--- config.mk ---
export PLATFORM = sky130hd
export DESIGN_NAME = aer_bank
export DESIGN_NICKNAME = d
export VERILOG_FILES = /design/src/design/aer_pkg.sv /design/src/design/aer_event_sync.sv /design/src/design/aer_bank.sv
export SDC_FILE = /design/constraint.sdc
export NUM_CORES = 1
export LEC_CHECK = 0
export BUFFER_PORTS_ARGS = -buffer_cell sky130_fd_sc_hd__buf_2
export CAP_MARGIN = 30
export CORE_MARGIN = 2
export CORE_UTILIZATION = 46
export CTS_CLUSTER_SIZE = 28
export DETAILED_ROUTE_END_ITERATION = 10
export PLACE_DENSITY_LB_ADDON = 0.25
export SLEW_MARGIN = 25
export SYNTH_ARGS = -nofsm -noshare
export SYNTH_HDL_FRONTEND = slang
export SYNTH_SLANG_ARGS = --single-unit
--- constraint.sdc ---
create_clock -name aclk -period 1.8 [get_ports aclk]
set_clock_uncertainty 0.05 [all_clocks]
set_input_delay 0.18 -clock aclk [delete_from_list [all_inputs] [get_ports aclk]]
set_output_delay 0.18 -clock aclk [all_outputs]
set_load 0.005 [all_outputs]
--- src/design/aer_pkg.sv ---
// Package for the error mask, severity and correctable status bank.
// Assumes a single 125 MHz aclk domain and an AXI4-Lite register master.
// Contract
// - Mask bit 0 blocks training error reports
// - Mask bit 4 blocks link protocol reports
// - Mask bit 12 blocks poisoned TLP reports
// - Mask bit 13 blocks flow control reports
// - Mask bits 14,15 block timeout, abort reports
// - Mask bits 16,17 block unexpected, overflow reports
// - Mask bits 18,19 block malformed, ECRC reports
// - Mask bit 20 blocks unsupported request reports
// - Severity 1 fatal; malformed resets fatal
// - Unexpected completion severity resets non-fatal, writable
// - Receiver error status sticky, write-one clears
// - Bad TLP status sticky, write-one clears
// - Bad DLLP status sticky, write-one clears
// - Replay rollover status sticky, write-one clears
// - Replay timeout status sticky, write-one clears
// - Advisory non-fatal status sticky, write-one clears
package aer_pkg;
  localparam logic [11:0] AER_UNC_MASK_OFFSET = 12'h108;
  localparam logic [11:0] AER_UNC_SEV_OFFSET = 12'h10C;
  localparam logic [11:0] AER_COR_STATUS_OFFSET = 12'h110;
  localparam logic [11:0] AER_IRQ_STATUS_OFFSET = 12'h200;
  localparam logic [11:0] AER_IRQ_MASK_OFFSET = 12'h204;
  localparam logic [31:0] AER_UNC_IMPL = 32'h003FF011;
  localparam logic [31:0] AER_COR_IMPL = 32'h000031C1;
  localparam logic [31:0] AER_UNC_MASK_RESET = 32'h00000000;
  localparam logic [31:0] AER_UNC_SEV_RESET = 32'h00062011;
  localparam logic [31:0] AER_COR_STATUS_RESET = 32'h00000000;
  localparam logic [2:0] AER_IRQ_IMPL = 3'h7;
  localparam logic [2:0] AER_IRQ_MASK_RESET = 3'h0;
  localparam int AER_IRQ_FATAL_BIT = 0;
  localparam int AER_IRQ_NONFATAL_BIT = 1;
  localparam int AER_IRQ_COR_BIT = 2;
  localparam logic [1:0] AER_RESP_OKAY = 2'h0;
  localparam logic [1:0] AER_RESP_SLVERR = 2'h2;
  typedef enum logic [2:0] {
    AER_IDLE = 3'h1,
    AER_WRITE_RESP = 3'h2,
    AER_READ_RESP = 3'h4
  } aer_bus_state_type;
endpackage

--- src/design/aer_event_sync.sv ---
// Three-stage synchroniser with edge detect for asynchronous event lines.
// Assumes events are levels that stay high at least two aclk cycles.
`timescale 1ns/10ps
module aer_event_sync #(
  parameter int WIDTH = 1
) (
  input wire logic aclk,
  input wire logic aresetn,
  input wire logic [WIDTH-1:0] async_in,
  output logic [WIDTH-1:0] rise_pulse
);
  logic [WIDTH-1:0] stage1;
  logic [WIDTH-1:0] stage2;
  logic [WIDTH-1:0] stage3;
  logic [WIDTH-1:0] stable;
  logic [WIDTH-1:0] next_stable;
  logic [WIDTH-1:0] next_rise_pulse;

  // Change counts only once stage two and three agree
  always_comb begin
    next_stable = stable;
    next_rise_pulse = '0;
    for (int i = 0; i < WIDTH; i++) begin
      if (stage2[i] == stage3[i]) begin
        next_stable[i] = stage3[i];
        next_rise_pulse[i] = stage3[i] & ~stable[i];
      end
    end
  end

  always_ff @(posedge aclk) begin
    if (!aresetn) begin
      stage1 <= '0;
      stage2 <= '0;
      stage3 <= '0;
      stable <= '0;
      rise_pulse <= '0;
    end else begin
      stage1 <= async_in;
      stage2 <= stage1;
      stage3 <= stage2;
      stable <= next_stable;
      rise_pulse <= next_rise_pulse;
    end
  end
endmodule // aer_event_sync

--- src/design/aer_bank.sv ---
// Error mask, severity and correctable status bank with AXI4-Lite slave.
// Assumes error events arrive as asynchronous levels from the link core.
`timescale 1ns/10ps
module aer_bank (
  input wire logic aclk,
  input wire logic aresetn,
  input wire logic sticky_resetn,
  input wire logic [11:0] s_axi_awaddr,
  input wire logic s_axi_awvalid,
  output logic s_axi_awready,
  input wire logic [31:0] s_axi_wdata,
  input wire logic [3:0] s_axi_wstrb,
  input wire logic s_axi_wvalid,
  output logic s_axi_wready,
  output logic [1:0] s_axi_bresp,
  output logic s_axi_bvalid,
  input wire logic s_axi_bready,
  input wire logic [11:0] s_axi_araddr,
  input wire logic s_axi_arvalid,
  output logic s_axi_arready,
  output logic [31:0] s_axi_rdata,
  output logic [1:0] s_axi_rresp,
  output logic s_axi_rvalid,
  input wire logic s_axi_rready,
  input wire logic [31:0] unc_event,
  input wire logic [31:0] cor_event,
  output logic [31:0] unc_report,
  output logic report_fatal,
  output logic report_nonfatal,
  output logic [31:0] cor_detected,
  output logic irq
);
  logic [31:0] unc_mask;
  logic [31:0] unc_sev;
  logic [31:0] cor_status;
  logic [2:0] irq_status;
  logic [2:0] irq_mask;
  logic [31:0] next_unc_mask;
  logic [31:0] next_unc_sev;
  logic [31:0] next_cor_status;
  logic [2:0] next_irq_status;
  logic [2:0] next_irq_mask;
  aer_pkg::aer_bus_state_type state;
  aer_pkg::aer_bus_state_type next_state;
  logic [11:0] aw_addr;
  logic aw_held;
  logic [31:0] w_data;
  logic [3:0] w_strb;
  logic w_held;
  logic [11:0] next_aw_addr;
  logic next_aw_held;
  logic [31:0] next_w_data;
  logic [3:0] next_w_strb;
  logic next_w_held;
  logic [1:0] next_bresp;
  logic [31:0] next_rdata;
  logic [1:0] next_rresp;
  logic [31:0] unc_pulse;
  logic [31:0] cor_pulse;
  logic [31:0] next_unc_report;
  logic next_report_fatal;
  logic next_report_nonfatal;
  logic [31:0] next_cor_detected;
  logic next_irq;
  logic do_write;
  logic [31:0] byte_mask;
  logic [31:0] wr_bits;

  aer_event_sync #(
    .WIDTH(64)
  ) u_event_sync (
    .aclk(aclk),
    .aresetn(aresetn),
    .async_in({cor_event, unc_event}),
    .rise_pulse({cor_pulse, unc_pulse})
  );

  // Byte enables widened to a bit mask
  always_comb begin
    for (int i = 0; i < 4; i++) begin
      byte_mask[i*8 +: 8] = {8{w_strb[i]}};
    end
  end

  assign do_write = (state == aer_pkg::AER_IDLE) && aw_held && w_held;
  assign wr_bits = w_data & byte_mask;

  // Bus channel handshakes; address and data may arrive in either order
  always_comb begin
    next_state = state;
    next_aw_addr = aw_addr;
    next_aw_held = aw_held;
    next_w_data = w_data;
    next_w_strb = w_strb;
    next_w_held = w_held;
    next_bresp = s_axi_bresp;
    next_rdata = s_axi_rdata;
    next_rresp = s_axi_rresp;
    if (s_axi_awvalid && s_axi_awready) begin
      next_aw_addr = s_axi_awaddr;
      next_aw_held = 1'b1;
    end
    if (s_axi_wvalid && s_axi_wready) begin
      next_w_data = s_axi_wdata;
      next_w_strb = s_axi_wstrb;
      next_w_held = 1'b1;
    end
    case (state)
      aer_pkg::AER_IDLE: begin
        if (do_write) begin
          next_aw_held = 1'b0;
          next_w_held = 1'b0;
          next_state = aer_pkg::AER_WRITE_RESP;
          next_bresp = aer_pkg::AER_RESP_OKAY;
          if (aw_addr[1:0] != 2'h0) begin
            next_bresp = aer_pkg::AER_RESP_SLVERR;
          end else if (aw_addr != aer_pkg::AER_UNC_MASK_OFFSET
              && aw_addr != aer_pkg::AER_UNC_SEV_OFFSET
              && aw_addr != aer_pkg::AER_COR_STATUS_OFFSET
              && aw_addr != aer_pkg::AER_IRQ_STATUS_OFFSET
              && aw_addr != aer_pkg::AER_IRQ_MASK_OFFSET) begin
            next_bresp = aer_pkg::AER_RESP_SLVERR;
          end
        end else if (s_axi_arvalid && s_axi_arready) begin
          next_state = aer_pkg::AER_READ_RESP;
          next_rresp = aer_pkg::AER_RESP_OKAY;
          case (s_axi_araddr)
            aer_pkg::AER_UNC_MASK_OFFSET: next_rdata = unc_mask;
            aer_pkg::AER_UNC_SEV_OFFSET: next_rdata = unc_sev;
            aer_pkg::AER_COR_STATUS_OFFSET: next_rdata = cor_status;
            aer_pkg::AER_IRQ_STATUS_OFFSET: next_rdata = {29'h0, irq_status};
            aer_pkg::AER_IRQ_MASK_OFFSET: next_rdata = {29'h0, irq_mask};
            default: begin
              next_rdata = 32'h0;
              next_rresp = aer_pkg::AER_RESP_SLVERR;
            end
          endcase
        end
      end
      aer_pkg::AER_WRITE_RESP: begin
        if (s_axi_bready) begin
          next_state = aer_pkg::AER_IDLE;
        end
      end
      aer_pkg::AER_READ_RESP: begin
        if (s_axi_rready) begin
          next_state = aer_pkg::AER_IDLE;
        end
      end
      default: next_state = aer_pkg::AER_IDLE;
    endcase
  end

  always_ff @(posedge aclk) begin
    if (!aresetn) begin
      state <= aer_pkg::AER_IDLE;
      aw_addr <= 12'h000;
      aw_held <= 1'b0;
      w_data <= 32'h00000000;
      w_strb <= 4'h0;
      w_held <= 1'b0;
      s_axi_awready <= 1'b0;
      s_axi_wready <= 1'b0;
      s_axi_arready <= 1'b0;
      s_axi_bvalid <= 1'b0;
      s_axi_bresp <= 2'h0;
      s_axi_rvalid <= 1'b0;
      s_axi_rresp <= 2'h0;
      s_axi_rdata <= 32'h00000000;
    end else begin
      state <= next_state;
      aw_addr <= next_aw_addr;
      aw_held <= next_aw_held;
      w_data <= next_w_data;
      w_strb <= next_w_strb;
      w_held <= next_w_held;
      s_axi_awready <= (next_state == aer_pkg::AER_IDLE) && !next_aw_held
          && !(s_axi_awvalid && s_axi_awready);
      s_axi_wready <= (next_state == aer_pkg::AER_IDLE) && !next_w_held
          && !(s_axi_wvalid && s_axi_wready);
      // Low while a write is about to run, so an accepted read is never dropped
      s_axi_arready <= (next_state == aer_pkg::AER_IDLE) && !(next_aw_held && next_w_held);
      s_axi_bvalid <= (next_state == aer_pkg::AER_WRITE_RESP);
      s_axi_bresp <= next_bresp;
      s_axi_rvalid <= (next_state == aer_pkg::AER_READ_RESP);
      s_axi_rresp <= next_rresp;
      s_axi_rdata <= next_rdata;
    end
  end

  // Register updates; hardware set beats software clear
  always_comb begin
    next_unc_mask = unc_mask;
    next_unc_sev = unc_sev;
    next_irq_mask = irq_mask;
    next_cor_status = cor_status;
    next_irq_status = irq_status;
    if (do_write && aw_addr == aer_pkg::AER_UNC_MASK_OFFSET) begin
      // Reserved bits stay zero regardless of write data
      next_unc_mask = ((unc_mask & ~byte_mask) | wr_bits) & aer_pkg::AER_UNC_IMPL;
    end
    if (do_write && aw_addr == aer_pkg::AER_UNC_SEV_OFFSET) begin
      next_unc_sev = ((unc_sev & ~byte_mask) | wr_bits) & aer_pkg::AER_UNC_IMPL;
    end
    if (do_write && aw_addr == aer_pkg::AER_IRQ_MASK_OFFSET) begin
      next_irq_mask = wr_bits[2:0] & aer_pkg::AER_IRQ_IMPL;
    end
    if (do_write && aw_addr == aer_pkg::AER_COR_STATUS_OFFSET) begin
      next_cor_status = cor_status & ~wr_bits;
    end
    next_cor_status = (next_cor_status | cor_pulse) & aer_pkg::AER_COR_IMPL;
    if (do_write && aw_addr == aer_pkg::AER_IRQ_STATUS_OFFSET) begin
      next_irq_status = irq_status & ~wr_bits[2:0];
    end
    next_irq_status[aer_pkg::AER_IRQ_FATAL_BIT] = next_irq_status[aer_pkg::AER_IRQ_FATAL_BIT]
        | next_report_fatal;
    next_irq_status[aer_pkg::AER_IRQ_NONFATAL_BIT] =
        next_irq_status[aer_pkg::AER_IRQ_NONFATAL_BIT] | next_report_nonfatal;
    next_irq_status[aer_pkg::AER_IRQ_COR_BIT] = next_irq_status[aer_pkg::AER_IRQ_COR_BIT]
        | (|next_cor_detected);
  end

  // Masked events never reach the log or message path
  always_comb begin
    next_unc_report = unc_pulse & ~unc_mask & aer_pkg::AER_UNC_IMPL;
    next_report_fatal = |(next_unc_report & unc_sev);
    next_report_nonfatal = |(next_unc_report & ~unc_sev);
    next_cor_detected = cor_pulse & aer_pkg::AER_COR_IMPL;
    next_irq = |(irq_status & irq_mask);
  end

  // Sticky state answers only to the sticky reset, not to aresetn
  always_ff @(posedge aclk) begin
    if (!sticky_resetn) begin
      unc_mask <= aer_pkg::AER_UNC_MASK_RESET;
      unc_sev <= aer_pkg::AER_UNC_SEV_RESET;
      cor_status <= aer_pkg::AER_COR_STATUS_RESET;
    end else begin
      unc_mask <= next_unc_mask;
      unc_sev <= next_unc_sev;
      cor_status <= next_cor_status;
    end
  end

  always_ff @(posedge aclk) begin
    if (!aresetn) begin
      irq_status <= 3'h0;
      irq_mask <= aer_pkg::AER_IRQ_MASK_RESET;
      unc_report <= 32'h00000000;
      report_fatal <= 1'b0;
      report_nonfatal <= 1'b0;
      cor_detected <= 32'h00000000;
      irq <= 1'b0;
    end else begin
      irq_status <= next_irq_status;
      irq_mask <= next_irq_mask;
      unc_report <= next_unc_report;
      report_fatal <= next_report_fatal;
      report_nonfatal <= next_report_nonfatal;
      cor_detected <= next_cor_detected;
      irq <= next_irq;
    end
  end
endmodule // aer_bank

Word-level counts from Yosys, hierarchy flattened

Index checks and enable logic that the tools add are counted.

Bits in registers: 450
Input bits: 132
Word-level logic and storage cells: 337

Equality and inequality tests: 57
Muxes and demuxes: 17
Bitwise gates (word level): 93
Reduce and logical (&&, ||, !) cells: 69

Operators with widths:

| operator             | count |
|---|---|
| $and 22x22->22       | 5 |
| $pmux 22 s5          | 1 |
| $reduce_and 2->1     | 37 |
| $eq 12x9->1 const B  | 6 |
| $reduce_or 32->1     | 2 |
| $eq 12x10->1 const B | 4 |
| $not 22->22          | 2 |
| $or 22x22->22        | 2 |
| $not 1->1            | 37 |
| $and 1x1->1          | 36 |
| $eq 1x1->1           | 36 |
| $ne 12x9->1 const B  | 3 |
| $and 22x32->32       | 1 |
| $not 22->32          | 1 |
| $ne 12x10->1 const B | 2 |
| $logic_and 1x1->1    | 20 |
| $mux 3               | 5 |
| $and 14x14->14       | 1 |
| $mux 14              | 1 |
| $not 14->14          | 1 |
| $or 14x14->14        | 1 |
| $pmux 3 s3           | 1 |
| $and 3x3->3          | 2 |
| $eq 3x1->1 const B   | 2 |
| other kinds (12)     | 27 |

Depth between registers and ports, before layout

Gate-level depths: netlist of run 1.

Depth after elaboration: 8
Mapped depth: 6
Gate-level depth less buffers: 4

By module

Synthesis of run 1 repeated with hierarchy kept, for this count alone.

Cell total of the unflattened synthesis: 1413
Area, all modules: 14736.6 um^2

Modules (own cells, without submodules):

| module         | instances | cells an instance | area an instance (um^2) | seq. area each (um^2) |
|---|---|---|---|---|
| aer_event_sync | 1         | 796               | 9404.0                  | 6406.1 |
| aer_bank       | 1         | 617               | 5332.6                  | 2362.3 |

Worst setup path before layout of run 1

Ideal clock, no wire load.

Kind: register -> register
From: register state[0]
To: register s_axi_rdata[0]
Arrival: 1.574 ns
Data required time: 1.620 ns
Setup slack: 0.046 ns
Stages on the path, launching flop included: 6
Path buffers: 1
Clock period less this slack: 1.754 ns
Cells stage by stage: dfxtp_1 or3b_4 or3b_1 buf_4 a22oi_2 a221oi_2

Word-level cells in the longest chain between the ends: 5

Ends and longest elaborated chain:

| item                                  | line                            | source |
|---|---|---|
| start: declaration                    | aer_bank.sv:43                  | `aer_pkg::aer_bus_state_type state;` |
| start signal: assignment              | aer_bank.sv:156                 | `state <= aer_pkg::AER_IDLE;` |
| start signal: assignment              | aer_bank.sv:171                 | `state <= next_state;` |
| $eq 3x1->1 (*)                        | aer_bank.sv:85, aer_bank.sv:108 |  |
| $logic_and 1x1->1 (2 in series)       | aer_bank.sv:85                  | `assign do_write = (state == aer_pkg::AER_IDLE) && aw_held && w_held;` |
| $not 1->1 (no source line)            | n/a                             |  |
| $reduce_and 3->1 (no source line) (*) | n/a                             |  |
| end signal: assignment                | aer_bank.sv:187                 | `s_axi_rdata <= next_rdata;` |
| end: declaration                      | aer_bank.sv:21                  | `output logic [31:0] s_axi_rdata,` |

Every way passes the cells marked *; elsewhere a longest branch is shown, timed or not.
A chain may end at the register's enable or synchronous reset.

Worst setup path in the final report of run 1

From: register state[0]
To: register s_axi_rdata[12]

Same word-level chain as after synthesis.

==> results of run 1 <==
-- tightest hold or removal path, cell delays in order --
cell     delay, ns
buf_2         0.09
nor4b_1       0.07
nor2_1        0.12
nor2_1        0.05
-- area by class of cell --
class	count	area (sq um)	area share
clock buffer	29	648	0.0643
tap	225	282	0.0279
inverter	7	26.3	0.00260
sequential	208	4170	0.413
clock inverter	10	154	0.0153
multi-input combinational	594	3390	0.336
timing repair buffer	202	1420	0.141
-- routing by layer --
metal  track usage  share of wire  routed length [microns]  up-vias
met1         0.269           0.46                     8450     2867
met4        0.0538          0.019                      344        0
met3        0.0284          0.063                     1150       27
met2         0.320           0.46                     8350      226
met5             0              0                        0        -
li1              -              -                        -     3225
-- timing repair --
item                                    CTS  global route
endpoints found under the setup margin    0            41
hold endpoints to repair                 62             0
gates resized for setup                   0            12
setup buffers                             0             0
hold buffers                             55             0
-- per-stage QoR --
| stage | util | TNS, ns |
|---|---|---|
| after floorplan | - | 0 |
| after global placement | 0.508 | 0 |
| after detailed placement | 0.508 | 0 |
| after CTS | 0.587 | 0 |
| after global routing | 0.589 | -0.0520 |
| final | 0.589 | 0 |
-- logic make-up after synthesis --
family          Yosys count  share of synthesized area
flops                   208                      0.522
buf+inv                 115                     0.0871
compound gates          169                      0.119
mux                      15                     0.0209
other cells               1                   0.000470
simple gates            347                      0.251
-- layout by cell type (no fill, tap or decap), types with 28 or more instances in the layout --
cell type,netlist,final
nand2_1,110,110
conb_1,1,63
dlygate4sd3_1,0,55
buf_2,6,114
and2_1,61,61
nand4_1,41,41
dfxtp_1,208,207
buf_4,66,28
a21oi_1,96,95
o21ai_0,44,44
-- report_power, final --
part / internal [mW] / total [mW] / switching, mW
Combinational: 0.325 / 0.711 / 0.385
Clock: 3.10 / 4.89 / 1.80
Sequential: 4.72 / 4.79 / 0.0772
Total: 8.14 / 10.4 / 2.26
-- final timing paths --
path / to / slack, ns / depth (start not counted)
max reg2reg: s_axi_rdata[12]$_SDFFE_PN0P_ / 0.09 / 5
min: state[2]$_SDFF_PN0_ / 0.007 / 4
min reg2reg: u_event_sync.stage2[39]$_SDFF_PN0_ / 0.38 / 1
max: s_axi_rdata[12]$_SDFFE_PN0P_ / 0.09 / 5
==> impl_metrics.env, run 1 <==
export IMPL_antennaDiodeCount=0
export IMPL_drv_slew=0
export IMPL_worstPathRequired_ns=2.13
export IMPL_via_per_inst=4.98
export IMPL_numCtsBuffers=22
export IMPL_period_minus_slack_ns=1.71
export IMPL_cpPeakStageDelay_ns=0.44
export IMPL_ys_ff_latch=208
export IMPL_yosysSeqAreaShare=0.522
export IMPL_grt_ovfl_total=0
export IMPL_synth_top_area_frac=0.522
export IMPL_placed_cells=1181
export IMPL_routed_wl_mm=18.3
export IMPL_die_h_microns=136
export IMPL_critPathMostFrequentCell="or3b_4"
export IMPL_num_io_pins=240
export IMPL_routedWlPerCell_microns=14.3
export IMPL_min_from="s_axi_rready"
export IMPL_cap_violations=0
export IMPL_drive_gt1_frac=0.207
export IMPL_clock_sinks=208
export IMPL_fillers=1532
export IMPL_endpoint_kind="register"
export IMPL_grt_pass1_wl_mm=29.1
export IMPL_synth_edf_count=0
export IMPL_dpl_cell_area_sq_mm=0.00869
export IMPL_crit_start="state[0]$_SDFF_PN1_"
export IMPL_synth_top_area_cell="dfxtp_1"
export IMPL_crit_arrival_ns=2.05
export IMPL_finalHoldViolCount=0
export IMPL_rows=48
export IMPL_synthDistinctLibCells=51
export IMPL_cts_root_buffer="clkbuf_16"
export IMPL_initial_utilization=0.466
export IMPL_yosys_top_cells_count="208 x dfxtp_1, 110 x nand2_1, 96 x a21oi_1, 66 x buf_4, 61 x and2_1"
export IMPL_gp_routability_congestion=0.817
export IMPL_drc=0
export IMPL_p_total_mw=10.4
export IMPL_period_share=0.951
export IMPL_grt_pass1_vias=5893
export IMPL_cts_clk_slew_worst_paths_ns=0.06
export IMPL_cp_slowest_cell="or3b_4"
export IMPL_area_delta_synth_final_pct=26.5
export IMPL_synth_async_reset_ratio=0
export IMPL_outcome="finished clean"
export IMPL_cts_tree="built"
export IMPL_place_port_buffers=114
export IMPL_start_kind="register"
export IMPL_dp_hpwl_mm=12.3
export IMPL_relSlewSlack=0.642
export IMPL_synth_most_common_cell="dfxtp_1"
export IMPL_die_area_sq_mm=0.0184
export IMPL_pre_cts_ws_ns=0.0386
export IMPL_ir_drop_v=0.000755
export IMPL_setup_violations=0
export IMPL_grt_max_degree=49
export IMPL_p_per_area_mw_per_mm2=1030
export IMPL_clock_fmax_mhz=584
export IMPL_synth_area_per_cell_sq_um=9.33
export IMPL_crit_path_max_fanout=12
export IMPL_detail_route_antenna_nets=0
export IMPL_synth_main_ff_cell="dfxtp_1"
export IMPL_antenna_found_initial=0
export IMPL_synthTopCellsByArea="dfxtp_1 52%, buf_4 6.2%, a21oi_1 6.0%"
export IMPL_yosys_warnings=0
export IMPL_syn_inst=855
export IMPL_cp_cell_sequence="or3b_4, or3b_4, buf_4, nand3_1, o31ai_1"
export IMPL_fin_area_sq_mm=0.0101
export IMPL_tightest_slew_ns=0.530
export IMPL_drt_first_iter_violations=311
export IMPL_p_leak_nw=4.09
export IMPL_htree_levels=1
export IMPL_firstDrtPassIters=5
export IMPL_worstHoldPathType="input port to register"
export IMPL_path_class="register to register"
export IMPL_final_cells=1275
export IMPL_reg2reg_from="state[0]$_SDFF_PN1_"
export IMPL_whs_ns=0.00713
export IMPL_grt_use_total=0.195
export IMPL_crit_family="simple AND/OR/NAND/NOR gates"
export IMPL_clock_latency_ns=0.50
export IMPL_final_nets=1167
export IMPL_setup_slack_ns=0.0877
export IMPL_path_buf_inv=1
export IMPL_vias=6345
export IMPL_die_w_microns=136
export IMPL_syn_area_sq_mm=0.00798
export IMPL_core_sq_mm=0.0171
export IMPL_cts_buffer_depth=3
Note: power is estimated with default switching activity, not from simulation.
==> inputs of run 2 (changes only) <==
ABC_AREA = 1   (was unset)
==> run 2 against run 1 <==
Count of clock-buffer cells in the layout up 4. Combinational power down 14%. Register-to-register slack better by 0.06 ns. Worst hold slack better by 0.0095 ns. Final cell count up 9.4%. Routed wire length down 10%. Flip-flop and latch count unchanged. Die area down 2.8%. Fmax up 3.8%. Largest power group is now sequential cells. Largest cell class unchanged. Critical path type unchanged. Clock power down 8.2%.
==> impl_metrics.env, run 2 <==
export IMPL_drt_first_iter_violations=353
export IMPL_synth_edf_count=0
export IMPL_wl_met3_microns=918
export IMPL_final_nets=1291
export IMPL_synth_area_per_cell_sq_um=7.87
export IMPL_syn_inst=984
export IMPL_r2r_slack_ns=0.15
export IMPL_layout_common_cells="208 x dfxtp_1, 193 x nand2_1, 123 x inv_1"
export IMPL_final_common_cell="dfxtp_1"
export IMPL_min_from="s_axi_arvalid"
export IMPL_path_class="register to register"
export IMPL_syn_area_sq_mm=0.00775
export IMPL_cap_violations=0
export IMPL_p_int_mw=7.76
export IMPL_clock_fmax_mhz=606
export IMPL_grt_ovfl_total=0
export IMPL_synth_top_area_frac=0.538
export IMPL_synthDistinctLibCells=29
export IMPL_dp_hpwl_mm=11.3
export IMPL_vias=6328
export IMPL_area_delta_synth_final_pct=24.5
export IMPL_via_per_inst=4.54
export IMPL_outcome="finished clean"
export IMPL_rsz0062_at_grt="yes"
export IMPL_yosysSeqAreaShare=0.538
export IMPL_firstDrtPassIters=5
export IMPL_clock_latency_ns=0.49
export IMPL_cts_buffer_depth=3
export IMPL_routedWlPerCell_microns=11.8
export IMPL_cts_clk_slew_worst_paths_ns=0.06
export IMPL_clock_sinks=208
export IMPL_antennaDiodeCount=0
export IMPL_p_per_area_mw_per_mm2=1030
export IMPL_synth_most_common_cell="dfxtp_1"
export IMPL_die_area_sq_mm=0.0179
export IMPL_setup_violations=0
export IMPL_htree_levels=1
export IMPL_period_minus_slack_ns=1.65
export IMPL_seqPwrFrac=0.486
export IMPL_die_h_microns=134
export IMPL_drv_slew=0
export IMPL_switchingPower_mw=2.17
export IMPL_drive_gt1_frac=0.156
export IMPL_antenna_found_initial=0
export IMPL_rows=47
export IMPL_worstPathRequired_ns=2.18
export IMPL_p_comb_frac=0.062
export IMPL_start_kind="register"
export IMPL_routed_wl_mm=16.4
export IMPL_numCtsBuffers=22
export IMPL_initial_utilization=0.469
export IMPL_pwr_share_clk=0.453
export IMPL_yosys_top_cells_count="208 x dfxtp_1, 195 x nand2_1, 123 x inv_1, 111 x nor2_1, 85 x a21oi_1"
export IMPL_drc=0
export IMPL_ys_ff_latch=208
export IMPL_top_layer_used="met4"
export IMPL_synth_async_reset_ratio=0
export IMPL_grt_use_total=0.182
export IMPL_ir_drop_v=0.000545
export IMPL_grt_max_degree=40
export IMPL_die_w_microns=134
export IMPL_worstHoldPathType="input port to register"
export IMPL_yosys_warnings=0
export IMPL_synthTopCellsByArea="dfxtp_1 54%, nand2_1 9.4%, buf_4 6.1%"
export IMPL_crit_arrival_ns=2.03
export IMPL_dr_wl_met2_mm=7.43
export IMPL_synth_main_ff_cell="dfxtp_1"
export IMPL_gp_routability_congestion=0.824
export IMPL_grt_pass1_vias=5698
export IMPL_pre_cts_ws_ns=0.0708
export IMPL_synth_top_area_cell="dfxtp_1"
export IMPL_cts_root_buffer="clkbuf_16"
export IMPL_crit_path_max_fanout=12
export IMPL_wl_met1_mm=7.69
export IMPL_core_sq_mm=0.0165
export IMPL_period_share=0.917
export IMPL_setup_slack_ns=0.150
export IMPL_final_util=0.583
export IMPL_r2r_cells=8
export IMPL_netSwitchingFraction=0.219
export IMPL_cts_tree="built"
export IMPL_grt_pass1_wl_mm=26.7
export IMPL_finalHoldViolCount=0
export IMPL_p_leak_nw=4.67
export IMPL_endpoint_kind="register"
export IMPL_worstHoldEndpoint="state[2]$_SDFF_PN0_"
export IMPL_holdPathStages=3
export IMPL_place_port_buffers=114
export IMPL_reg2reg_from="aw_addr[5]$_SDFFE_PN0P_"
export IMPL_num_io_pins=240
export IMPL_detail_route_antenna_nets=0
## run 2: cell type report
type                            count  area (sq um)
Clock inverter                      7          60.1
Clock buffer                       33           683
Tap cell                          220           275
Inverter                          128           480
Multi-Input combinational cell    619          2770
Timing Repair Buffer              180          1210
Sequential cell                   208          4160
Fill cell                        1540          6880
## run 2: worst max path at each step
stage                             startpoint        to  cells past startpoint
global placement     aw_addr[5]$_SDFFE_PN0P_  register                      8
detailed placement   aw_addr[5]$_SDFFE_PN0P_  register                      8
floorplan           aw_addr[10]$_SDFFE_PN0P_  register                      9
global route        aw_addr[10]$_SDFFE_PN0P_  register                      8
CTS                  aw_addr[5]$_SDFFE_PN0P_  register                      8
finish               aw_addr[5]$_SDFFE_PN0P_  register                      8
## run 2: layer usage
metal,global-route usage,up-vias
li1,-,3331
met1,0.246,2786
met2,0.296,180
met3,0.0301,31
met4,0.0615,0
met5,0,-
## run 2: stage by stage
step	cells	area (sq um)	total power [mW]	hold WS [ns]	TNS, ns
after floorplan	1046	7980	5.34	0.228	0
after CTS	1392	9600	10.0	0.0142	0
final	1395	9640	9.93	0.0166	0
after global routing	1395	9640	10.3	0.0182	-0.00986
after global placement	1301	8350	5.43	0.311	0
after detailed placement	1301	8350	5.44	0.315	0
## run 2: repair_timing
item | in CTS | in global routing
hold buffers | 51 | 0
setup endpoints to repair | 0 | 12
setup buffers | 0 | 3
gates resized for setup | 0 | 5
hold endpoints to repair | 65 | 0
## run 2: logic make-up after synthesis
group | synth area share
compound gates | 0.130
buf+inv | 0.137
flops | 0.538
other cells | 0.000484
simple gates | 0.195
## run 2: power by group through the flow
stage,clock network [mW],registers [mW],logic [mW]
floorplan,0,4.90,0.436
finish,4.49,4.82,0.614
CTS,4.59,4.82,0.608
global placement,0,4.92,0.514
global route,4.79,4.83,0.698
detailed placement,0,4.92,0.520
## run 2: worst max-delay path, stage by stage (launching register included)
cell and delay, ns:
dfxtp_1 0.31, nor2_1 0.18, nand3_1 0.12, inv_1 0.10, nand3_1 0.16, nor2_4 0.19, nand2_2 0.18, a21oi_1 0.18
o21a_1 0.14
==> inputs of run 3 (changes only) <==
CORE_UTILIZATION = 45   (was 46)
==> run 3 against run 2 <==
The run now ends with hold timing left. Critical path type unchanged. Worst hold slack got worse by 0.018 ns. Die area rose by 2.2%. Final cell count shrank 0.50%. Non-clock buffer count shrank 3.
==> impl_metrics.env, run 3 (synthesis gave the netlist of run 2 again) <==
export IMPL_clock_sinks=208
export IMPL_core_sq_mm=0.0167
export IMPL_initial_utilization=0.464
export IMPL_path_class="register to register"
export IMPL_crit_start="aw_addr[5]$_SDFFE_PN0P_"
export IMPL_endpoint_kind="register"
export IMPL_num_io_pins=240
export IMPL_dpl_cell_area_sq_mm=0.00834
export IMPL_worstHoldPathType="input port to register"
export IMPL_crit_arrival_ns=2.00
export IMPL_final_common_cell="dfxtp_1"
export IMPL_htree_levels=1
export IMPL_cap_violations=0
export IMPL_routed_wl_mm=16.3
export IMPL_cp_slowest_cell="dfxtp_1"
export IMPL_drive_gt1_frac=0.149
export IMPL_min_from="s_axi_wstrb[2]"
export IMPL_reg2reg_from="aw_addr[5]$_SDFFE_PN0P_"
export IMPL_cp_cell_sequence="nor2_2, nand3_1, inv_1, nand3_1, nor2_2, nand2_1, o21ai_0, a21oi_1"
export IMPL_antenna_found_initial=0
export IMPL_area_delta_synth_final_pct=23.1
export IMPL_antennaDiodeCount=0
export IMPL_routedWlPerCell_microns=11.7
export IMPL_cts_clk_slew_worst_paths_ns=0.06
export IMPL_fin_area_sq_mm=0.00953
export IMPL_die_w_microns=135
export IMPL_drt_first_iter_violations=351
export IMPL_drc=0
export IMPL_worstPathRequired_ns=2.12
export IMPL_die_area_sq_mm=0.0183
export IMPL_cts_root_buffer="clkbuf_16"
export IMPL_finalHoldViolCount=1
export IMPL_vias=6262
export IMPL_whs_ns=-0.00121
export IMPL_path_buf_inv=1
export IMPL_fillers=1601
export IMPL_cpPeakStageDelay_ns=0.32
export IMPL_grt_pass1_vias=5605
export IMPL_setup_violations=0
export IMPL_p_per_area_mw_per_mm2=1010
export IMPL_layout_common_cells="208 x dfxtp_1, 195 x nand2_1, 122 x inv_1"
export IMPL_rsz0062_at_grt="yes"
export IMPL_die_h_microns=135
export IMPL_period_minus_slack_ns=1.68
export IMPL_place_port_buffers=114
export IMPL_period_share=0.932
export IMPL_cts_tree="built"
export IMPL_via_per_inst=4.51
export IMPL_p_leak_nw=4.59
export IMPL_ir_drop_v=0.000551
export IMPL_gp_routability_congestion=0.864
export IMPL_drv_slew=0
export IMPL_grt_use_total=0.178
export IMPL_grt_max_degree=66
export IMPL_final_nets=1287
export IMPL_r2r_slack_ns=0.12
export IMPL_start_kind="register"
export IMPL_crit_family="simple AND/OR/NAND/NOR gates"
export IMPL_crit_path_max_fanout=8
export IMPL_grt_ovfl_total=0
export IMPL_clock_latency_ns=0.49
export IMPL_clock_fmax_mhz=596
export IMPL_dp_hpwl_mm=11.3
export IMPL_outcome="complete, but fails checks"
export IMPL_cts_buffer_depth=3
export IMPL_violations="hold timing"
export IMPL_numCtsBuffers=21
export IMPL_grt_pass1_wl_mm=26.6
export IMPL_firstDrtPassIters=5
export IMPL_rows=47
export IMPL_detail_route_antenna_nets=0
==> run 3: cell count changes in the layout (fill, tap and decap cells not counted), moves of 2 or more <==
cell       previous run  this run
nand2_1             193       195
clkinv_2              6         4
clkbuf_8              7         5
clkbuf_16            23        21
buf_4                15        12
==> run 3: path summary, 6_finish.rpt <==
check | to | cells after the start
hold reg to reg | u_event_sync.stage2[38]$_SDFF_PN0_ | 2
hold / removal | w_strb[2]$_SDFFE_PN0P_ | 3
setup / recovery | register | 8
setup reg to reg | register | 8
==> run 3: routing by layer <==
metal  track usage  share of wire
met1         0.245           0.48
met2         0.294           0.44
met3        0.0247          0.056
met4        0.0503          0.022
met5             0              0
==> run 3: layout make-up <==
| cell class | instances | area, sq um | area share |
|---|---|---|---|
| clock inverter | 6 | 57.6 | 0.00604 |
| sequential | 208 | 4160 | 0.437 |
| tap | 220 | 275 | 0.0289 |
| inverter | 128 | 480 | 0.0504 |
| timing repair buffer | 177 | 1190 | 0.124 |
| multi-input combinational | 619 | 2760 | 0.290 |
| clock buffer | 30 | 609 | 0.0639 |
==> run 3: what timing repair did <==
action | in CTS | in global routing
hold buffers | 51 | 0
setup endpoints to repair | 0 | 15
resized for setup | 0 | 3
endpoints found under the hold margin | 61 | 0
setup buffers | 0 | 1
==> run 3: power by group <==
group	switching [mW]	total (mW)	internal, mW
Sequential	0.0820	4.82	4.74
Combinational	0.353	0.612	0.258
Clock	1.68	4.17	2.49
Total	2.12	9.60	7.49
==> run 3: per-stage QoR <==
step	power [mW]	setup TNS, ns	std cells	worst slack [ns]	util
after floorplan	5.34	0	1046	0.382	-
after global placement	5.43	0	1300	0.134	0.499
after detailed placement	5.44	0	1300	0.112	0.499
after CTS	9.70	0	1387	0.0952	0.570
after global routing	10.0	-0.365	1388	-0.0577	0.571
final	9.60	0	1388	0.122	0.571
==> run 3: tightest hold or removal path: stages <==
cell     delay [ns]
buf_2          0.08
o21ai_0        0.11
a21oi_1        0.13
